$ cat src/rtl/bic_consts.svh
/*
 Constants of the bus interface option control block: field positions
 of the bus configuration word, its reset value and the timing counts.
 Assumes inclusion by the design file only.
*/
`ifndef BIC_CONSTS_SVH
`define BIC_CONSTS_SVH
`define BIC_STB_LSB 0
`define BIC_EXB_LSB 2
`define BIC_TURN_LSB 4
`define BIC_BE16_BIT 6
`define BIC_BE_BIT 7
`define BIC_DMA_BIT 8
`define BIC_TC_BIT 9
`define BIC_BR_BIT 10
`define BIC_LOCK_BIT 31
`define BIC_CFG_RESET 32'h0000_00FF
`define BIC_TC_LAG 2
`define BIC_TC_PULSE 2
`endif

$ cat src/rtl/bic_pkg.sv
/*
 Types of the bus interface option control block.
 Assumes nothing beyond a SystemVerilog compiler.
*/
package bic_pkg;
	// Ownership of the shared bus towards an external master
	typedef enum logic [1:0] {BIC_IDLE, BIC_GRANT, BIC_RECLAIM} bic_dma_t;

	// Decoded bus configuration word
	typedef struct packed {
		logic lock;
		logic br_mode;
		logic tc_mode;
		logic dma_pulse;
		logic be_ctl;
		logic be16_ctl;
		logic [1:0] turn;
		logic [1:0] exb_mode;
		logic [1:0] stb_mode;
	} bic_cfg_t;

	// One transfer as the bus unit presents it; lanes active high
	typedef struct packed {
		logic active;
		logic read;
		logic [3:0] lanes;
		logic [1:0] halves;
	} bic_xfer_t;

	// Whole state of the block
	typedef struct packed {
		bic_cfg_t cfg;
		bic_dma_t dma;
		logic bgnt_n;
		logic [2:0] brq_s;
		logic brq_f;
		logic [1:0] brc_s1;
		logic [1:0] brc_s2;
		logic [1:0] brc_s3;
		logic [1:0] brc_f;
		logic [1:0] ta_cnt;
		logic [1:0] tc_pipe;
		logic tc_n;
		logic [1:0] tc_cnt;
		logic [3:0] be_n;
		logic [1:0] be16_n;
		logic stb_n;
		logic exb_n;
	} bic_state_t;
endpackage

$ cat src/rtl/bic_option_ctrl.sv
/*
 Bus interface option control: the bus configuration word, lane select
 read masking, strobe pin modes, bus turnaround spacing, bus grant
 protocol towards an external master and the terminal count waveform.
 Assumes the bus unit presents transfers as one-cycle-registered
 requests, and the timer outside flags each count/compare match.
*/
`timescale 1ns/1ps
`include "bic_consts.svh"

module bic_option_ctrl
(
	input wire logic clk_sys,
	input wire logic rst_n,
	input wire logic cfg_wr,
	input wire logic [31:0] cfg_wr_data,
	output logic [31:0] cfg_rd_data,
	input wire logic cmp_wr,
	input wire logic count_match,
	output logic terminal_count_out_n,
	input wire bic_pkg::bic_xfer_t xfer,
	output logic [3:0] byte_lane_selects_n,
	output logic [1:0] halfword_lane_selects_n,
	input wire logic rd_data_sampled,
	output logic addr_drive_ok,
	input wire logic bus_request_in_n,
	input wire logic reclaim_req,
	output logic bus_grant_out_n,
	output logic cpu_owns_bus,
	input wire logic [1:0] upper_branch_condition_pins_in,
	output logic [1:0] upper_branch_condition_pins_out,
	output logic [1:0] upper_branch_condition_pins_oe,
	output logic [1:0] branch_conditions
);
	import bic_pkg::*;

	bic_state_t st_reg;
	bic_state_t st_next;

	// Word to fields; reserved bits are dropped
	function automatic bic_cfg_t word_to_cfg(input logic [31:0] w);
		bic_cfg_t c;
		c.lock = w[`BIC_LOCK_BIT];
		c.br_mode = w[`BIC_BR_BIT];
		c.tc_mode = w[`BIC_TC_BIT];
		c.dma_pulse = w[`BIC_DMA_BIT];
		c.be_ctl = w[`BIC_BE_BIT];
		c.be16_ctl = w[`BIC_BE16_BIT];
		c.turn = w[`BIC_TURN_LSB +: 2];
		c.exb_mode = w[`BIC_EXB_LSB +: 2];
		c.stb_mode = w[`BIC_STB_LSB +: 2];
		return c;
	endfunction

	// Fields to word; reserved bits read zero
	function automatic logic [31:0] cfg_to_word(input bic_cfg_t c);
		logic [31:0] w;
		w = 32'h0000_0000;
		w[`BIC_LOCK_BIT] = c.lock;
		w[`BIC_BR_BIT] = c.br_mode;
		w[`BIC_TC_BIT] = c.tc_mode;
		w[`BIC_DMA_BIT] = c.dma_pulse;
		w[`BIC_BE_BIT] = c.be_ctl;
		w[`BIC_BE16_BIT] = c.be16_ctl;
		w[`BIC_TURN_LSB +: 2] = c.turn;
		w[`BIC_EXB_LSB +: 2] = c.exb_mode;
		w[`BIC_STB_LSB +: 2] = c.stb_mode;
		return w;
	endfunction

	// Strobe mode decode: bit 0 enables writes, bit 1 enables reads
	function automatic logic mode_hits(input logic [1:0] mode, input logic rd);
		return rd ? mode[1] : mode[0];
	endfunction

	// Next state of the whole block
	always_comb
	begin
		st_next = st_reg;

		// Configuration word, frozen once locked
		if (cfg_wr && !st_reg.cfg.lock)
		begin
			st_next.cfg = word_to_cfg(cfg_wr_data);
		end

		// Pin synchronisers; a change counts once stages two and three agree
		st_next.brq_s = {st_reg.brq_s[1:0], bus_request_in_n};
		if (st_reg.brq_s[1] == st_reg.brq_s[2])
		begin
			st_next.brq_f = st_reg.brq_s[2];
		end
		st_next.brc_s1 = upper_branch_condition_pins_in;
		st_next.brc_s2 = st_reg.brc_s1;
		st_next.brc_s3 = st_reg.brc_s2;
		if (st_reg.brc_s2 == st_reg.brc_s3)
		begin
			st_next.brc_f = st_reg.brc_s3;
		end

		// Lane selects, masked on reads when the control bits are clear
		st_next.be_n = 4'hF;
		st_next.be16_n = 2'h3;
		if (xfer.active && (!xfer.read || st_reg.cfg.be_ctl))
		begin
			st_next.be_n = ~xfer.lanes;
		end
		if (xfer.active && (!xfer.read || st_reg.cfg.be16_ctl))
		begin
			st_next.be16_n = ~xfer.halves;
		end

		// Strobes only exist while the upper pins are outputs
		st_next.stb_n = 1'b1;
		st_next.exb_n = 1'b1;
		if (xfer.active && st_reg.cfg.br_mode)
		begin
			st_next.stb_n = !mode_hits(st_reg.cfg.stb_mode, xfer.read);
			st_next.exb_n = !mode_hits(st_reg.cfg.exb_mode, xfer.read);
		end

		// Turnaround: whole extra cycles before the address may go out
		if (rd_data_sampled)
		begin
			st_next.ta_cnt = st_reg.cfg.turn;
		end
		else if (st_reg.ta_cnt != 2'h0)
		begin
			st_next.ta_cnt = st_reg.ta_cnt - 2'h1;
		end

		// Bus ownership towards the external master
		unique case (st_reg.dma)
			BIC_IDLE:
			begin
				if (!st_reg.brq_f)
				begin
					st_next.dma = BIC_GRANT;
					st_next.bgnt_n = 1'b0;
				end
			end
			BIC_GRANT:
			begin
				if (st_reg.brq_f)
				begin
					st_next.dma = BIC_IDLE;
					st_next.bgnt_n = 1'b1;
				end
				else if (st_reg.cfg.dma_pulse && reclaim_req)
				begin
					st_next.dma = BIC_RECLAIM;
					st_next.bgnt_n = 1'b1;
				end
			end
			BIC_RECLAIM:
			begin
				// Master still owns the bus until it drops its request
				if (st_reg.brq_f)
				begin
					st_next.dma = BIC_IDLE;
				end
			end
		endcase

		// Terminal count: a match reaches the pin two edges later
		st_next.tc_pipe = {st_reg.tc_pipe[0], count_match};
		if (st_reg.tc_pipe[`BIC_TC_LAG - 2])
		begin
			// Assertion wins over a coincident compare rewrite
			st_next.tc_n = 1'b0;
			st_next.tc_cnt = 2'(`BIC_TC_PULSE - 1);
		end
		else if (!st_reg.tc_n && !st_reg.cfg.tc_mode)
		begin
			if (st_reg.tc_cnt == 2'h0)
			begin
				st_next.tc_n = 1'b1;
			end
			else
			begin
				st_next.tc_cnt = st_reg.tc_cnt - 2'h1;
			end
		end
		else if (!st_reg.tc_n && cmp_wr)
		begin
			st_next.tc_n = 1'b1;
		end
	end

	// Single state register
	always_ff @(posedge clk_sys or negedge rst_n)
	begin
		if (!rst_n)
		begin
			st_reg <= '0;
			st_reg.cfg <= word_to_cfg(`BIC_CFG_RESET);
			st_reg.dma <= BIC_IDLE;
			st_reg.bgnt_n <= 1'b1;
			st_reg.brq_s <= 3'h7;
			st_reg.brq_f <= 1'b1;
			st_reg.tc_n <= 1'b1;
			st_reg.be_n <= 4'hF;
			st_reg.be16_n <= 2'h3;
			st_reg.stb_n <= 1'b1;
			st_reg.exb_n <= 1'b1;
		end
		else
		begin
			st_reg <= st_next;
		end
	end

	// Outputs straight from the state
	assign cfg_rd_data = cfg_to_word(st_reg.cfg);
	assign terminal_count_out_n = st_reg.tc_n;
	assign byte_lane_selects_n = st_reg.be_n;
	assign halfword_lane_selects_n = st_reg.be16_n;
	assign addr_drive_ok = (st_reg.ta_cnt == 2'h0);
	assign bus_grant_out_n = st_reg.bgnt_n;
	assign cpu_owns_bus = (st_reg.dma == BIC_IDLE);
	assign branch_conditions = st_reg.brc_f;

	// Pin three carries the strobe, pin two the buffer enable
	assign upper_branch_condition_pins_out = {st_reg.stb_n, st_reg.exb_n};
	assign upper_branch_condition_pins_oe = {2{st_reg.cfg.br_mode}};
endmodule

$ cat config.mk
export PLATFORM = sky130hd
export DESIGN_NAME = bic_option_ctrl
export DESIGN_NICKNAME = d
export VERILOG_FILES = /design/src/rtl/bic_pkg.sv /design/src/rtl/bic_option_ctrl.sv
export VERILOG_INCLUDE_DIRS = /design/src /design/src/rtl
export SDC_FILE = /design/constraint.sdc
export NUM_CORES = 1
export LEC_CHECK = 0
export CAP_MARGIN = 20
export CELL_PAD_IN_SITES_DETAIL_PLACEMENT = 1
export CELL_PAD_IN_SITES_GLOBAL_PLACEMENT = 1
export CORE_AREA = 4 4 71 79
export CTS_CLUSTER_SIZE = 40
export DETAILED_ROUTE_END_ITERATION = 8
export DIE_AREA = 0 0 75 83
export DONT_BUFFER_PORTS = 1
export PLACE_DENSITY_LB_ADDON = 0.1
export RECOVER_POWER = 50
export SKIP_CTS_REPAIR_TIMING = 1
export SYNTH_ARGS = -nofsm -noshare
export SYNTH_HDL_FRONTEND = slang
export SYNTH_SLANG_ARGS = --single-unit
$ cat constraint.sdc
create_clock -name clk_sys -period 1.5 [get_ports clk_sys]
set_clock_uncertainty 0.1 [all_clocks]
set_input_delay 0.3 -clock clk_sys [delete_from_list [all_inputs] [get_ports clk_sys]]
set_output_delay 0.3 -clock clk_sys [all_outputs]
set_load 0.02 [all_outputs]
-- Yosys cells after proc, flatten, opt, wreduce, memory -nomap -nowiden
Index checks and enable logic that the tools add are counted.
- $add $sub $neg: 2
- equal/unequal tests: 9
- muxes and demuxes: 19
- bitwise operators: 2
- reductions and logical operators: 27
- operator list (cell ; count):
    $mux 2 ; 7
    $mux 3 ; 4
    $reduce_bool 2->1 ; 4
    $logic_and 1x1->1 ; 7
    $logic_not 1->1 ; 6
    $logic_not 2->1 ; 3
    $ne 2x2->1 const B ; 3
    $pmux 2 s3 ; 1
    $reduce_and 3->1 ; 2
    $mux 1 ; 5
    $mux 4 ; 1
    $not 4->4 ; 1
    $reduce_and 2->1 ; 2
    $sub 2x1->2 const B ; 2
    $ne 3x2->1 const B ; 1
    $ne 3x3->1 const B ; 1
    $reduce_bool 3->1 ; 1
    $eq 2x1->1 const B ; 1
    $eq 2x2->1 ; 1
    $eq 2x2->1 const B ; 1
    $logic_or 1x1->1 ; 2
    $not 2->2 ; 1
    $pmux 1 s2 ; 1
    $eq 1x1->1 ; 1
- bits in registers: 41
- output and inout port bits: 48
- logic and storage cells: 84

-- Depth between registers and ports, before layout
- word-level depth: 5
- mapped depth: 5
- gate-level depth less buffers: 5

-- Worst setup path before layout
OpenSTA, ideal clock, no wires.
- path type: reg-to-reg
- start: register st_reg[29] (netlist bit)
- end: register st_reg[29] (netlist bit)
- setup time: 0.124 ns
- data arrival time: 1.191 ns
- data required time: 1.276 ns
- path slack: 0.085 ns
- stages on the path, launching flop included: 6
- buffers on the path: 0
- clock period less this slack: 1.415 ns
- cell sequence: dfrtp_1 inv_1 ha_1 a21bo_2 nor4b_4 a211o_1
- longest elaborated chain between the ends: 3
- elaborated cells on any way between the ends: 8
- those cells by class: eq/ne (5); mux (1); reduce/logical (2)
- ends and longest elaborated chain (what ; RTL line ; RTL):
    start: declaration ; bic_option_ctrl.sv:37 ; bic_state_t st_reg;
    start signal: assignment ; bic_option_ctrl.sv:209 ; st_reg <= st_next;
    $eq 2x1->1 (tied with other cells) ; bic_option_ctrl.sv:133 ; unique case (st_reg.dma)
    $ne 3x3->1 (no line) / $ne 2x2->1 (equally long branches) ; n/a ;
    $reduce_and 3->1 (no line) ; n/a ;
Parallel ways exist; a longest one is shown, timed or not.
A chain may end at the register's enable or synchronous reset.

-- Worst setup path after layout
- start: register st_reg[29] (netlist bit)
- end: output port cpu_owns_bus
- longest elaborated chain between the ends: 1
- ends and longest elaborated chain (what ; RTL line ; RTL):
    $logic_not 2->1 ; bic_option_ctrl.sv:220 ; assign cpu_owns_bus = (st_reg.dma == BIC_IDLE);
    end: declaration ; bic_option_ctrl.sv:29 ; output logic cpu_owns_bus,
Every way passes these cells.

==> results.yml <==
layout:
  fin_nets: 225
  largest_reg_flops: 12
  final_layout_size_suffix_gt1_frac: 0.363
  final_cells: 229
  fin_util: 0.437
  synthToLayoutAreaGrowth_pct: 8.50
  num_antenna_cells: 0
die:
  fp.dieW_um: 75
  start_util: 0.403
  row_count: 27
  core_area_mm2: 0.00490
  fp.dieArea_mm2: 0.00623
  dieHeight_um: 83
  ios: 98
pwr:
  pwr-share-comb: 0.309
  power_density_mw_per_mm2: 1750
  peakVddDrop_mv: 0.628
  intPower_mw: 2.52
  clock_power_share: 0.241
  p_leak_nw: 0.926
  p_seq_frac: 0.450
  switchingPower_mw: 1.23
  switching_share: 0.327
worst_hold_path:
  min-delay-start: "cfg_wr_data[7]"
  whs_endpoint: "cfg_rd_data[7]"
  min_path_cells: 2
  hold_path_class: "primary input to flop"
clock_network:
  clk_pin_slew_ns: 0.08
  numCtsBuffers: 5
  cts_buffer_depth: 2
  cts_tree: "built"
  htreeDepth: 2
  clkSinkCount: 41
  worst_skew_pair.late_latency_ns: 0.28
  root_buffer: "clkbuf_8"
logic_synthesis:
  synth_top_area_frac: 0.293
  synth_area_mm2: 0.00197
  yosysWarnings: 0
  synth_edf_count: 0
  ys_async_sr_fraction: 1.00
  synth_cell_types: 31
  syn_area_per_cell_um2: 12.0
  yosysMostFrequentCell: "buf_4"
  synth.area.top_cells: "dfstp_2, dfrtp_1, buf_4"
  seq_area_frac_synth: 0.534
  syn_inst: 165
  ys_seq_elements: 41
  synth.largest_area_cell: "dfstp_2"
  ys.flop_type: "dfstp_2"
  synth_common_cells: "buf_4, dfstp_2, dfrtp_1, mux2_2, nand2_1"
timing:
  min_period_ns: 1.52
  fmaxAchievable_mhz: 660
  finalSetupViolCount: 1
  setup_tns_ns: -0.0154
  rsz0062_at_grt: "yes"
  slew_viol_final: 0
  period_share: 1.01
  worst_pin_slew_ns: 0.558
  max-slew-margin-rel: 0.628
  final.setup.worst_slack_ns: -0.0154
  hold_violations: 0
setup_path:
  rrSetupSlack_ns: 0
  worstPathArrival_ns: 1.12
  crit_path_max_incr_delay_ns: 0.41
  crit_chain: "inv_2 > ha_2 > buf_6"
  critPathKind: "flop to output port"
  r2r_end: "st_reg[29]"
  startpoint: "st_reg[29]"
  worstReg2RegStart: "st_reg[28]"
  cp-start-kind: "flop"
  r2r_cells: 5
  critPathRequiredTime_ns: 1.10
  critical_path.top_delay_family: "flip-flops"
  crit_fanout: 3
  end_kind: "output port"
  path_buf_inv: 2
  slowest_stage: "dfrtp_1"
global_route:
  grt_overflow: 0
  grt_pass1_wl_mm: 5.42
  grt_max_degree: 42
  track_usage: 0.114
  antenna_found_initial: 0
  grt_pass1_vias: 1109
place:
  dp_hpwl_mm: 2.55
  port_buffers: 0
  dp.cells: 204
  gp_congestion: 0.727
  pre_cts_ws_ns: -0.0547
drt:
  finalWirelength_mm: 3.58
  vias: 1049
  ant_nets: 0
  drt_iter0_drc: 28
  dr.pass1.iters: 3
  drc: 0
  avgViaCountPerCell: 4.58
  routedWlPerCell_um: 15.6
outcome:
  outcome: "finished, violations left"
  violations: "setup timing"
flow_run:
  cap_violations: 0
## placed cells by master, fill, tap and decap left out, types with 4 or more instances in the layout
cell type / count
clkbuf_8: 6
mux2_2: 12
dfstp_2: 22
dfrtp_1: 19
conb_1: 20
inv_1: 8
dlygate4sd3_1: 13
o21ai_0: 4
nand2_1: 12
buf_4: 7
## area by class of cell
cell class	instances	area, um2
clock inverter	1	30.0
tap	58	72.6
clock buffer	7	86.3
timing repair buffer	24	216
inverter	11	41.3
multi-input combinational	87	639
fill	534	2760
sequential	41	1050
## kinds of logic after synthesis
kind of cell	count (synthesis)	synth area share
adders and majority gates	6	0.0368
buffers and inverters	56	0.194
DFF	41	0.534
xor gates and xnor gates	4	0.0178
other	1	0.00190
muxes	13	0.0736
and+or+nand+nor	26	0.0780
AOI/OAI and AO/OA	18	0.0635
## power by group through the flow
stage | logic [mW] | registers, mW | clock network (mW)
after detailed placement | 0.940 | 1.70 | 0
final | 1.16 | 1.69 | 0.904
after global placement | 0.879 | 1.69 | 0
after floorplan | 1.02 | 1.54 | 0
after global routing | 1.29 | 1.72 | 0.993
after CTS | 0.946 | 1.68 | 0.942
## through the flow
step | total power, mW | hold WS (ns) | area [um2]
6_report | 3.75 | 0.0221 | 2140
3_5_place_dp | 2.64 | -0.0941 | 1830
2_1_floorplan | 2.55 | -0.0956 | 2040
4_1_cts | 3.57 | -0.416 | 1940
5_1_grt | 4.00 | 0.00694 | 2140
3_3_place_gp | 2.57 | -0.0939 | 1830
## how the worst max path moves through the flow
stage                               to  slack (ns)  cells past startpoint
after floorplan             st_reg[29]        0.09                      5
after global routing        st_reg[28]       -0.08                      5
final                     cpu_owns_bus       -0.02                      3
after detailed placement    st_reg[29]       -0.05                      5
after global placement      st_reg[29]        0.02                      5
after CTS                   st_reg[29]       -0.09                      5
## routing by layer
layer  GRT usage  up-vias  routed length (um)
met2       0.176       42                1880
li1            -      478                   -
met3      0.0472        4                 282
met5           0        -                   0
met4      0.0437        0                  44
met1       0.140      525                1380
Power figures use the tool's default switching activity.
